**src/verilog/vlan_check_defs.svh**
```systemverilog
// constants for the vlan ingress check control block
`ifndef VLAN_CHECK_DEFS_SVH
`define VLAN_CHECK_DEFS_SVH

// word addresses on the register bus, control reset value and write mask
`define VIC_CTRL_ADDR 8'h05
`define VIC_STATUS_ADDR 8'h10
`define VIC_CTRL_RESET 8'hc0
`define VIC_CTRL_WMASK 8'hfe

// field positions of the control register
`define VIC_CHECK_HI 7
`define VIC_CHECK_LO 6
`define VIC_GVRP_BIT 5
`define VIC_GMRP_BIT 4
`define VIC_DT_HI 3
`define VIC_DT_LO 2
`define VIC_FLOOD_BIT 1

// membership check field encodings
`define VIC_CHK_FWD_NOLEARN 2'h0
`define VIC_CHK_DROP 2'h1
`define VIC_CHK_BYPASS 2'h2
`define VIC_CHK_TO_MGMT 2'h3

`define VIC_DT_ON 2'h1
`define VIC_DUAL_MGMT 2'h3

// port numbering
`define VIC_MGMT_PORT 4'h8
`define VIC_DUAL_PORT 4'h5

// reserved group addresses 01-80-c2-00-00-xx
`define VIC_RSV_PREFIX 40'h0180c20000
`define VIC_RSV_LAST 8'h2f
`define VIC_RSV_HOLE 8'h01
`define VIC_GMRP_LSB 8'h20
`define VIC_GVRP_LSB 8'h21

`endif

```
**src/verilog/vlan_check_pkg.sv**
```systemverilog
// types shared by the vlan ingress check control block
package vlan_check_pkg;

  // one frame descriptor from the lookup stage
  typedef struct packed {
    logic valid;
    logic [3:0] src_port;
    logic [8:0] member_map;
    logic [47:0] dest_mac;
  } frame_in_s;

  // per-frame forwarding verdict
  typedef struct packed {
    logic valid;
    logic violation;
    logic drop;
    logic to_mgmt;
    logic learn;
    logic flood_reserved;
    logic double_tag;
  } verdict_s;

  typedef enum logic [1:0] {
    BUS_IDLE = 2'b00,
    BUS_ANSWER = 2'b01
  } bus_state_e;

endpackage

```
**src/verilog/reserved_group_classifier.sv**
```systemverilog
// classifies a destination address as reserved group, gvrp or gmrp
`timescale 1ns/1ps
`include "vlan_check_defs.svh"

module reserved_group_classifier (
  input wire logic [47:0] i_dest_mac,
  output logic o_reserved,
  output logic o_gvrp,
  output logic o_gmrp
);

  logic prefix_hit;
  logic [7:0] low_byte;

  assign prefix_hit = (i_dest_mac[47:8] == `VIC_RSV_PREFIX);
  assign low_byte = i_dest_mac[7:0];

  // 00 and 02..2f are reserved, 01 (pause) is not
  assign o_reserved = prefix_hit && (low_byte <= `VIC_RSV_LAST) &&
                      (low_byte != `VIC_RSV_HOLE);
  assign o_gmrp = prefix_hit && (low_byte == `VIC_GMRP_LSB);
  assign o_gvrp = prefix_hit && (low_byte == `VIC_GVRP_LSB);

endmodule // reserved_group_classifier

```
**src/verilog/vlan_ingress_check_control.sv**
```systemverilog
// vlan ingress check control register and per-frame verdict logic
//
// Function
// - flag violation when source not in map
// - mode 00: forward violator, do not learn
// - mode 01: drop violating frames
// - mode 10: skip check, always learn
// - mode 11 default: violator to management, no learn
// - no check on management port sources
// - bit 5 sends gvrp to management
// - bit 4 sends gmrp to management
// - double tag field: 00 off, 01 on
// - double tag management mode: flood or trap
// - reserved group is 00 and 02..2f
// - bit 0 reserved, reads zero
`timescale 1ns/1ps
`include "vlan_check_defs.svh"

module vlan_ingress_check_control (
  input wire logic i_clk,
  input wire logic i_reset,
  // avalon-mm slave, word addressed, 32-bit data
  input wire logic [7:0] i_address,
  input wire logic i_read,
  input wire logic i_write,
  input wire logic [31:0] i_writedata,
  input wire logic [3:0] i_byteenable,
  output logic [31:0] o_readdata,
  output logic o_waitrequest,
  // switch context
  input wire logic i_mgmt_mode,
  input wire logic [1:0] i_mgmt_port_select,
  // frame descriptors in, verdicts out one cycle later
  input wire vlan_check_pkg::frame_in_s i_frame,
  output vlan_check_pkg::verdict_s o_verdict,
  output logic [1:0] o_ingress_membership_check,
  output logic o_double_tag_mode
);

  import vlan_check_pkg::*;

  //////////////////////////////////////////////////////////////////////////
  // functions

  function automatic logic is_mgmt_source(input logic [3:0] port,
                                          input logic [1:0] sel);
    is_mgmt_source = (port == `VIC_MGMT_PORT) ||
                     ((port == `VIC_DUAL_PORT) && (sel == `VIC_DUAL_MGMT));
  endfunction

  function automatic logic in_member_map(input logic [8:0] map,
                                         input logic [3:0] port);
    logic hit;
    hit = 1'b0;
    for (int i = 0; i < 9; i++) begin
      if (port == 4'(i)) begin
        hit = map[i];
      end
    end
    in_member_map = hit;
  endfunction

  //////////////////////////////////////////////////////////////////////////
  // register bus

  bus_state_e state_q;
  bus_state_e state_d;
  logic [7:0] ctrl_q;
  logic [31:0] readdata_q;
  logic request;
  logic hit_ctrl;
  logic hit_status;
  logic [6:0] last_verdict_q;
  logic [15:0] violation_count_q;

  assign request = i_read || i_write;
  assign hit_ctrl = (i_address == `VIC_CTRL_ADDR);
  assign hit_status = (i_address == `VIC_STATUS_ADDR);

  // one wait cycle: data are latched in idle and answered in the next
  always_comb begin
    case (state_q)
      BUS_IDLE: state_d = request ? BUS_ANSWER : BUS_IDLE;
      BUS_ANSWER: state_d = BUS_IDLE;
      default: state_d = BUS_IDLE;
    endcase
  end

  always_ff @(posedge i_clk) begin
    if (i_reset) begin
      state_q <= BUS_IDLE;
    end else begin
      state_q <= state_d;
    end
  end

  assign o_waitrequest = request && (state_q != BUS_ANSWER);

  // reserved bit 0 is never stored so it always reads zero
  always_ff @(posedge i_clk) begin
    if (i_reset) begin
      ctrl_q <= `VIC_CTRL_RESET;
    end else if (state_q == BUS_ANSWER && i_write && hit_ctrl &&
                 i_byteenable[0]) begin
      ctrl_q <= i_writedata[7:0] & `VIC_CTRL_WMASK;
    end
  end

  // unmapped addresses read zero and ignore writes
  always_ff @(posedge i_clk) begin
    if (i_reset) begin
      readdata_q <= 32'h0;
    end else if (state_q == BUS_IDLE && i_read) begin
      if (hit_ctrl) begin
        readdata_q <= {24'h0, ctrl_q};
      end else if (hit_status) begin
        readdata_q <= {violation_count_q, 9'h0, last_verdict_q};
      end else begin
        readdata_q <= 32'h0;
      end
    end
  end

  assign o_readdata = readdata_q;

  //////////////////////////////////////////////////////////////////////////
  // configuration decode

  logic [1:0] check_mode;
  logic [1:0] dt_field;
  logic dt_on;

  assign check_mode = ctrl_q[`VIC_CHECK_HI:`VIC_CHECK_LO];
  assign dt_field = ctrl_q[`VIC_DT_HI:`VIC_DT_LO];
  // 1x codes are treated as off so behaviour stays defined
  assign dt_on = (dt_field == `VIC_DT_ON);
  assign o_ingress_membership_check = check_mode;
  assign o_double_tag_mode = dt_on;

  //////////////////////////////////////////////////////////////////////////
  // frame verdict

  logic is_reserved;
  logic is_gvrp;
  logic is_gmrp;
  logic from_mgmt;
  logic violation;
  verdict_s verdict_d;
  verdict_s verdict_q;

  reserved_group_classifier u_classifier (
    .i_dest_mac(i_frame.dest_mac),
    .o_reserved(is_reserved),
    .o_gvrp(is_gvrp),
    .o_gmrp(is_gmrp)
  );

  assign from_mgmt = is_mgmt_source(i_frame.src_port,
                                    i_mgmt_port_select);
  assign violation = !from_mgmt && (check_mode != `VIC_CHK_BYPASS) &&
      !in_member_map(i_frame.member_map, i_frame.src_port);

  always_comb begin
    verdict_d = '0;
    verdict_d.valid = i_frame.valid;
    verdict_d.violation = violation;
    verdict_d.double_tag = dt_on;
    verdict_d.learn = 1'b1;
    if (violation) begin
      case (check_mode)
        `VIC_CHK_FWD_NOLEARN: verdict_d.learn = 1'b0;
        `VIC_CHK_DROP: begin
          verdict_d.drop = 1'b1;
          verdict_d.learn = 1'b0;
        end
        `VIC_CHK_TO_MGMT: begin
          verdict_d.to_mgmt = 1'b1;
          verdict_d.learn = 1'b0;
        end
        default: verdict_d.learn = 1'b1;
      endcase
    end
    if (is_gvrp && ctrl_q[`VIC_GVRP_BIT]) begin
      verdict_d.to_mgmt = 1'b1;
    end
    if (is_gmrp && ctrl_q[`VIC_GMRP_BIT]) begin
      verdict_d.to_mgmt = 1'b1;
    end
    if (dt_on && i_mgmt_mode && is_reserved) begin
      if (ctrl_q[`VIC_FLOOD_BIT]) begin
        verdict_d.flood_reserved = 1'b1;
      end else begin
        verdict_d.to_mgmt = 1'b1;
      end
    end
    // a drop overrides any management redirect
    if (verdict_d.drop) begin
      verdict_d.to_mgmt = 1'b0;
      verdict_d.flood_reserved = 1'b0;
    end
  end

  always_ff @(posedge i_clk) begin
    if (i_reset) begin
      verdict_q <= '0;
    end else begin
      verdict_q <= i_frame.valid ? verdict_d : '0;
    end
  end

  assign o_verdict = verdict_q;

  // status: last verdict and a saturating violation counter
  always_ff @(posedge i_clk) begin
    if (i_reset) begin
      last_verdict_q <= '0;
    end else if (verdict_q.valid) begin
      last_verdict_q <= verdict_q;
    end
  end

  always_ff @(posedge i_clk) begin
    if (i_reset) begin
      violation_count_q <= 16'h0;
    end else if (verdict_q.valid && verdict_q.violation &&
                 violation_count_q != 16'hffff) begin
      violation_count_q <= violation_count_q + 16'h1;
    end
  end
endmodule // vlan_ingress_check_control
```
**config.mk**
```make
export PLATFORM = sky130hd
export DESIGN_NAME = vlan_ingress_check_control
export DESIGN_NICKNAME = d
export VERILOG_FILES = /design/src/verilog/vlan_check_pkg.sv /design/src/verilog/reserved_group_classifier.sv /design/src/verilog/vlan_ingress_check_control.sv
export VERILOG_INCLUDE_DIRS = /design/src /design/src/verilog
export SDC_FILE = /design/constraint.sdc
export NUM_CORES = 1
export LEC_CHECK = 0
export BUFFER_PORTS_ARGS = -buffer_cell sky130_fd_sc_hd__buf_2
export CAP_MARGIN = 10
export CORE_MARGIN = 2
export CORE_UTILIZATION = 47
export DETAILED_ROUTE_END_ITERATION = 16
export PLACE_DENSITY = 0.84
export SETUP_SLACK_MARGIN = 0.4
export SYNTH_ARGS = -nofsm -noshare
export SYNTH_HDL_FRONTEND = slang
export SYNTH_SLANG_ARGS = --single-unit
```
**constraint.sdc**
```tcl
create_clock -name i_clk -period 4.6 [get_ports i_clk]
set_clock_uncertainty 0.1 [all_clocks]
set_input_delay 0.23 -clock i_clk [delete_from_list [all_inputs] [get_ports i_clk]]
set_output_delay 0.23 -clock i_clk [all_outputs]
set_load 0.02 [all_outputs]
```
==> summary.md, run 1 <==
| Metric | Value |
|---|---|
| Run status | completed |
| Cell accounting for the most synthesized area | sky130_fd_sc_hd__dfxtp_1 |
| Total count of hold-check failures in the final report | 0 |
| Chip Height | 80.9 um |
| Initial standard-cell utilization of the core | 49.5% |
| Largest stage delay on the critical path | roughly 0.85 ns |
| Count of different cell masters after synthesis | 51 |
| Number of setup violations in the final report | 0 |
| WL per Instance | roughly 14 um |
| Global-route wire length before repair | around 10 mm |
| Final WL | 6.84 mm |
| Clock transition at the registers of the reported paths | 0.07 ns |
| Total congestion overflow | 0 |
| Sequence of cells on the critical path | nand2b_1, nor4_4, buf_6, a22oi_1, nor2_1 |
| Endpoint of the worst-slack reg-to-reg timing path | o_readdata[18]$_SDFFE_PP0P_ |
| Summed negative setup slack over all endpoints | 0 ns |
| Critical-path cell with the highest stage delay | sky130_fd_sc_hd__nor4_4 |
| Area delta synth->final | 29.4% |
| Flop-to-flop setup slack | approximately 2.1 ns |
| Netlist Area Pre-Place | 2780 sq um |
| Number of cells traversed by the worst hold path | 3 |
| Critical Path Fanout Max | 26 |
| Maximum clock frequency | a little over 400 MHz |
| Clock tree root buffer cell | sky130_fd_sc_hd__clkbuf_8 |
| Leak | around 1.6 nW |
| Post-route total power | about 1.2 mW |
| Reg-to-Reg Start | state_q[0]$_SDFF_PP0_ |
| Worst setup path class | reg2reg |
| Biggest area contributors in the synthesized netlist | sky130_fd_sc_hd__dfxtp_1, sky130_fd_sc_hd__a22oi_1, sky130_fd_sc_hd__nor2_1, sky130_fd_sc_hd__mux2i_1, sky130_fd_sc_hd__buf_4 |
| Syn Area/Cell | 9.13 sq um |
| Via count of the first global-routing pass | about 2400 |
| Max Transition Viols Final | 0 |
| Portion of the clock cycle consumed by the worst path in the final layout | 54.0% |
| RSZ-0062 raised after global routing | false |
| Clock latency on the worst-skew pair | 0.34 ns |
| Die Outline Area | 6540 sq um |
| DRT iter0 DRCs | 110 |
| Worst min path class | in2reg |
| Max IR drop VDD | 0.000172 V |
| Floorplan Core Area | 5610 sq um |
| Die outline width | 80.9 um |
| HPWL Detailed | 5.00 mm |
| FFs w/ async S/R, synth | 0% |
| Initial antenna violation count | 0 |
| R2r worst-path depth | 5 |
| Total setup buffers inserted after CTS | 0 |
| Clock tree from TritonCTS | yes |
| Leading register cell type out of synthesis | sky130_fd_sc_hd__dfxtp_1 |
| Total Routing Usage GR | 21.3% |
| ANT nets after route | 0 |
| Post-synthesis sequential area ratio | about 45% |
| Post-synthesis register bit count | 62 |
| Antenna Diode Count | 0 |
| Core Rows | 27 |
| Launch point of the worst hold path | i_writedata[3] |
| Clock sink count | 62 |
| CP arrival | 2.65 ns |
| Maximum level of the CTS H-tree | 3 |
| Startpoint kind of the worst setup timing path | flip-flop |
| Inserted Clock Buffers | 9 |
| Residual DRC | 0 |
| Global placement routability congestion | 0.791 |
| Power density of the placed cells | 331 nW/um^2 |
| Count of maximum capacitance violations | 0 |
| Proportion of layout cells with a drive suffix above 1 | 34.7% |
| Number of nets in the finished design | 533 |
| Instance count of the mapped netlist | 304 |
| Detailed-routing iteration count for the pre-antenna-repair pass | 4 |
| Largest net degree at the start of global routing | 58 |
| Port buffer count | 118 |
| Post-DR vias/cell | 5.35 |
| Share of the synthesized area in the top cell type | 44.7% |
| Total number of vias | 2652 |
| Yosys warning total | 0 |
| CP required | 4.77 ns |
| Top-Level Pins | 156 |
| Worst-case clock buffer depth | 2 |
| Commonest cells in the netlist | sky130_fd_sc_hd__dfxtp_1, sky130_fd_sc_hd__nor2_1, sky130_fd_sc_hd__a22oi_1, sky130_fd_sc_hd__nand2_1, sky130_fd_sc_hd__mux2i_1 |
| Clock period minus final worst setup slack | 2.48 ns |
| Most common cell in the synthesized netlist | sky130_fd_sc_hd__dfxtp_1 |
| Rel. slew slack | 27.1% |
| Worst Hold Endpoint | ctrl_q[3]$_SDFFE_PP0P_ |
| Kind of end point of the critical path | flip-flop |
| Post-synth EDFFs | 0 |
| Actual transition at the worst max-transition pin | 1.09 ns |
final cells by class:
cell class | instances | area (sq um)
clock buffers | 13 | 169
clock inverters | 3 | 65.1
fillers | 498 | 2020
inverters | 5 | 18.8
multi-input cells | 220 | 1390
flip-flops and latches | 62 | 1240
well taps | 72 | 90.1
repair buffers | 121 | 622
metrics by stage:
stage	instance area, sq um	utilization (%)	hold WS (ns)	worst slack, ns	instances
after floorplan	2800	-	0.248	2.90	311
after global placement	3330	59.3	0.334	1.88	477
after detailed placement	3330	59.3	0.345	1.83	477
after CTS	3580	63.9	0.0175	1.79	495
after global routing	3590	64.1	0.0328	1.88	496
final	3590	64.1	0.0230	2.12	496
sequential cells by signal, summed over array words and instances, names as in the netlist:
register and count:
ctrl_q 7, last_verdict_q 7, violation_count_q 16, o_verdict 7, state_q 1, o_readdata 24
routing by layer:
| layer | part of all wire, % | up-vias | global-route usage [%] |
|---|---|---|---|
| met5 | 0 | - | 0 |
| met4 | 2.3 | 0 | 10.7 |
| met3 | 5.3 | 14 | 4.89 |
| met2 | 56 | 94 | 41.1 |
| met1 | 36 | 1231 | 20.9 |
| li1 | - | 1313 | - |
worst max-delay path: cells and delay by family (launching register included):
kind | cells | cell delay (ns)
flops | 1 | 0.33
simple gates | 3 | 1.65
compound gates | 1 | 0.08
buf+inv | 1 | 0.25
cell usage in the layout, fill, tap and decap left out, types with 2 or more instances in the layout:
cell type / instances
sky130_fd_sc_hd__buf_2: 118
sky130_fd_sc_hd__dfxtp_1: 62
sky130_fd_sc_hd__nor2_1: 44
sky130_fd_sc_hd__a22oi_1: 24
sky130_fd_sc_hd__nand2_1: 18
sky130_fd_sc_hd__mux2i_1: 14
sky130_fd_sc_hd__a21oi_1: 12
sky130_fd_sc_hd__clkbuf_8: 12
sky130_fd_sc_hd__nand3_1: 10
sky130_fd_sc_hd__nor4_1: 9
sky130_fd_sc_hd__o21ai_0: 8
sky130_fd_sc_hd__conb_1: 8
sky130_fd_sc_hd__nand2b_1: 6
sky130_fd_sc_hd__nand4_1: 6
sky130_fd_sc_hd__xor2_1: 6
sky130_fd_sc_hd__nor2b_1: 5
sky130_fd_sc_hd__nor3_1: 5
sky130_fd_sc_hd__inv_1: 5
sky130_fd_sc_hd__and3_1: 5
sky130_fd_sc_hd__or3_1: 5
sky130_fd_sc_hd__a31oi_1: 3
sky130_fd_sc_hd__nor4b_1: 2
sky130_fd_sc_hd__and4_1: 2
sky130_fd_sc_hd__nor3_2: 2
sky130_fd_sc_hd__a211o_1: 2
sky130_fd_sc_hd__bufinv_16: 2
sky130_fd_sc_hd__dlygate4sd3_1: 2
power by group:
group          switching (mW)  internal, mW  total, mW
Combinational          0.0480        0.0407     0.0887
Clock                   0.207         0.349      0.556
Sequential            0.00495         0.541      0.546
Total                   0.260         0.931       1.19
logic make-up (layout without fill, tap and decap cells):
family | count (synthesis) | in the layout | share of synthesized area (%)
compound gates | 61 | 61 | 15.4
xor+xnor | 6 | 6 | 1.89
fa+ha+maj | 1 | 1 | 0.451
buf+inv | 29 | 142 | 6.31
flops | 62 | 62 | 44.7
mux | 16 | 16 | 6.26
other cells | 1 | 8 | 0.135
simple gates | 128 | 128 | 24.8
what timing repair did:
item	4_1_cts	5_1_grt
hold buffers	2	0
hold endpoints to repair	2	0
gates resized for setup	0	0
worst max path at each step:
stage                     cells past startpoint  slack (ns)                                 end               startpoint
after global routing                          5        1.88         o_readdata[19]$_SDFFE_PP0P_    state_q[0]$_SDFF_PP0_
after detailed placement                      4        1.83          o_readdata[2]$_SDFFE_PP0P_    state_q[0]$_SDFF_PP0_
after global placement                        4        1.88          o_readdata[3]$_SDFFE_PP0P_    state_q[0]$_SDFF_PP0_
final                                         5        2.12         o_readdata[18]$_SDFFE_PP0P_    state_q[0]$_SDFF_PP0_
after floorplan                               6        2.90  violation_count_q[13]$_SDFFE_PP0P_  o_verdict[6]$_SDFF_PP0_
after CTS                                     4        1.79          o_readdata[3]$_SDFFE_PP0P_    state_q[0]$_SDFF_PP0_
Note: power is estimated with default switching activity, not from simulation.
==> run 2: changes to the inputs <==
--- a/config.mk
+++ b/config.mk
@@ -9,9 +9,9 @@
 export BUFFER_PORTS_ARGS = -buffer_cell sky130_fd_sc_hd__buf_2
 export CAP_MARGIN = 10
 export CORE_MARGIN = 2
-export CORE_UTILIZATION = 47
+export CORE_UTILIZATION = 40
 export DETAILED_ROUTE_END_ITERATION = 16
-export PLACE_DENSITY = 0.84
+export PLACE_DENSITY = 0.76
 export SETUP_SLACK_MARGIN = 0.4
 export SYNTH_ARGS = -nofsm -noshare
 export SYNTH_HDL_FRONTEND = slang
==> constraint.sdc (replaced) <==
create_clock -name i_clk -period 2 [get_ports i_clk]
set_clock_uncertainty 0.1 [all_clocks]
set_input_delay 0.1 -clock i_clk [delete_from_list [all_inputs] [get_ports i_clk]]
set_output_delay 0.1 -clock i_clk [all_outputs]
set_load 0.02 [all_outputs]
==> summary.md, run 2 (same netlist as run 1, synthesis figures left out) <==
| Metric | Value |
|---|---|
| Run status | completed |
| Antenna Diode Count | 0 |
| Clock period minus final worst setup slack | 1.57 ns |
| Number of cells traversed by the worst hold path | 3 |
| Rel. slew slack | 60.8% |
| Global placement routability congestion | 0.812 |
| Floorplan Core Area | 6760 sq um |
| Die outline width | approximately 87 um |
| Kind of end point of the critical path | flip-flop |
| Critical Path Fanout Max | 3 |
| HPWL Detailed | between 5 and 6 mm |
| Post-DR vias/cell | between 5 and 6 |
| Count of filler cells inserted in the layout | 621 |
| CP required | 2.18 ns |
| DRT iter0 DRCs | 90 |
| Chip Height | around 87 um |
| Maximum clock frequency | 635 MHz |
| Flip-flop count of the largest register, all copies and words added | 24 |
| Largest net degree at the start of global routing | 57 |
| Proportion of layout cells with a drive suffix above 1 | roughly 43% |
| Count of maximum capacitance violations | 0 |
| Post-route total power | 2.84 mW |
| Power density of the placed cells | 715 nW/um^2 |
| R2r worst-path depth | 6 |
| Total number of vias | 2752 |
| Actual transition at the worst max-transition pin | 0.588 ns |
| Summed negative setup slack over all endpoints | 0 ns |
| ANT nets after route | 0 |
| Number of nets in the finished design | approximately 560 |
| Worst min path class | in2reg |
| Initial antenna violation count | 0 |
| Port buffer count | 118 |
| Clock transition at the registers of the reported paths | 0.07 ns |
| Final WL | 7.65 mm |
| Die Outline Area | 7620 sq um |
| Initial standard-cell utilization of the core | 41.1% |
| Total count of hold-check failures in the final report | 0 |
| Number of setup violations in the final report | 0 |
| Detailed-routing iteration count for the pre-antenna-repair pass | 4 |
| Clock sink count | just over 60 |
| CP arrival | around 1.8 ns |
| Worst setup path class | reg2reg |
| Inserted Clock Buffers | 9 |
| Residual DRC | 0 |
| Most common cell after layout, fill and taps aside | sky130_fd_sc_hd__buf_2 |
| Most used cells in the layout excluding fill and tap cells | sky130_fd_sc_hd__buf_2, sky130_fd_sc_hd__nor2_1, sky130_fd_sc_hd__dfxtp_1 |
| Clock latency on the worst-skew pair | 0.34 ns |
| Area delta synth->final | 43.4% |
| Portion of the clock cycle consumed by the worst path in the final layout | 78.7% |
| Clock tree root buffer cell | sky130_fd_sc_hd__clkbuf_8 |
| Total Routing Usage GR | between 20% and 30% |
| Clock tree from TritonCTS | yes |
| RSZ-0062 raised after global routing | true |
| Via count of the first global-routing pass | 2738 |
| Global-route wire length before repair | 12.0 mm |
| Max Transition Viols Final | 0 |
| WL per Instance | around 14 um |
| Maximum level of the CTS H-tree | 3 |
| Total congestion overflow | 0 |
| Startpoint kind of the worst setup timing path | flip-flop |
| Top-Level Pins | 156 |
| Worst-case clock buffer depth | 2 |
| Core Rows | 30 |
| Max IR drop VDD | 0.000825 V |
| Leak | about 1.7 nW |
## run 2: cell types whose count changed in the layout (fill, tap and decap cells not counted), sizes merged
cell	delta
buf	+19
dlygate4sd3	+7
bufinv	+1
clkinv	-1
## run 2: where the power goes
group / leakage, nW / internal (mW) / switching, mW
sequential: 0.512 / 1.23 / 0.00857
combinational: 1.11 / 0.112 / 0.122
clock: 0.124 / 0.898 / 0.470
total: 1.75 / 2.24 / 0.601
## run 2: timing repair
item,4_1_cts,5_1_grt
pin swaps,7,14
endpoints found under the setup margin,20,19
hold buffers,9,0
buffers inserted,3,9
cloned,0,2
hold endpoints to repair,8,0
resized for setup,21,28
## run 2: worst paths after layout
path / start / to / slack [ns]
worst max register to register: violation_count_q[0]$_SDFFE_PP0P_ / violation_count_q[7]$_SDFFE_PP0P_ / 0.43
worst min-delay path: i_frame[0] / o_verdict[1]$_SDFF_PP0_ / 0.02
worst max-delay path: violation_count_q[0]$_SDFFE_PP0P_ / violation_count_q[7]$_SDFFE_PP0P_ / 0.43
worst min register to register: state_q[0]$_SDFF_PP0_ / state_q[0]$_SDFF_PP0_ / 0.33
## run 2: stage by stage
stage | hold slack, ns | std cells | area, sq um | worst slack [ns] | util, %
2_1_floorplan | 0.118 | 311 | 2820 | 0.403 | -
3_3_place_gp | 0.206 | 491 | 3400 | 0.305 | 50.3
3_5_place_dp | 0.211 | 491 | 3400 | 0.261 | 50.3
4_1_cts | 0.00731 | 519 | 3810 | 0.392 | 56.4
5_1_grt | 0.0141 | 530 | 3980 | 0.333 | 58.9
6_report | 0.0184 | 530 | 3980 | 0.426 | 58.9
## run 2: area by class of cell
| class | instances | area, sq um | area share, % |
|---|---|---|---|
| multi-input combinational | 220 | 1480 | 37.1 |
| clock buffer | 13 | 159 | 3.99 |
| sequential | 62 | 1280 | 32.3 |
| timing repair buffer | 147 | 851 | 21.4 |
| clock inverter | 3 | 90.1 | 2.26 |
| inverter | 5 | 18.8 | 0.472 |
| tap | 80 | 100 | 2.51 |
## run 2: per-layer routing
metal	part of all wire, %	wire (um)	GRT usage (%)
met5	0	0	0
met4	1.3	103	6.43
met3	6.1	464	7.11
met2	54	4100	38.4
met1	39	2980	20.7
## run 2: critical path, stage by stage, from the launching register on
cell	delay (ns)
sky130_fd_sc_hd__dfxtp_4	0.36
sky130_fd_sc_hd__ha_4	0.17
sky130_fd_sc_hd__and3_4	0.19
sky130_fd_sc_hd__nand3_4	0.09
sky130_fd_sc_hd__o21ai_1	0.10
sky130_fd_sc_hd__or4_1	0.43
sky130_fd_sc_hd__nand2_1	0.08
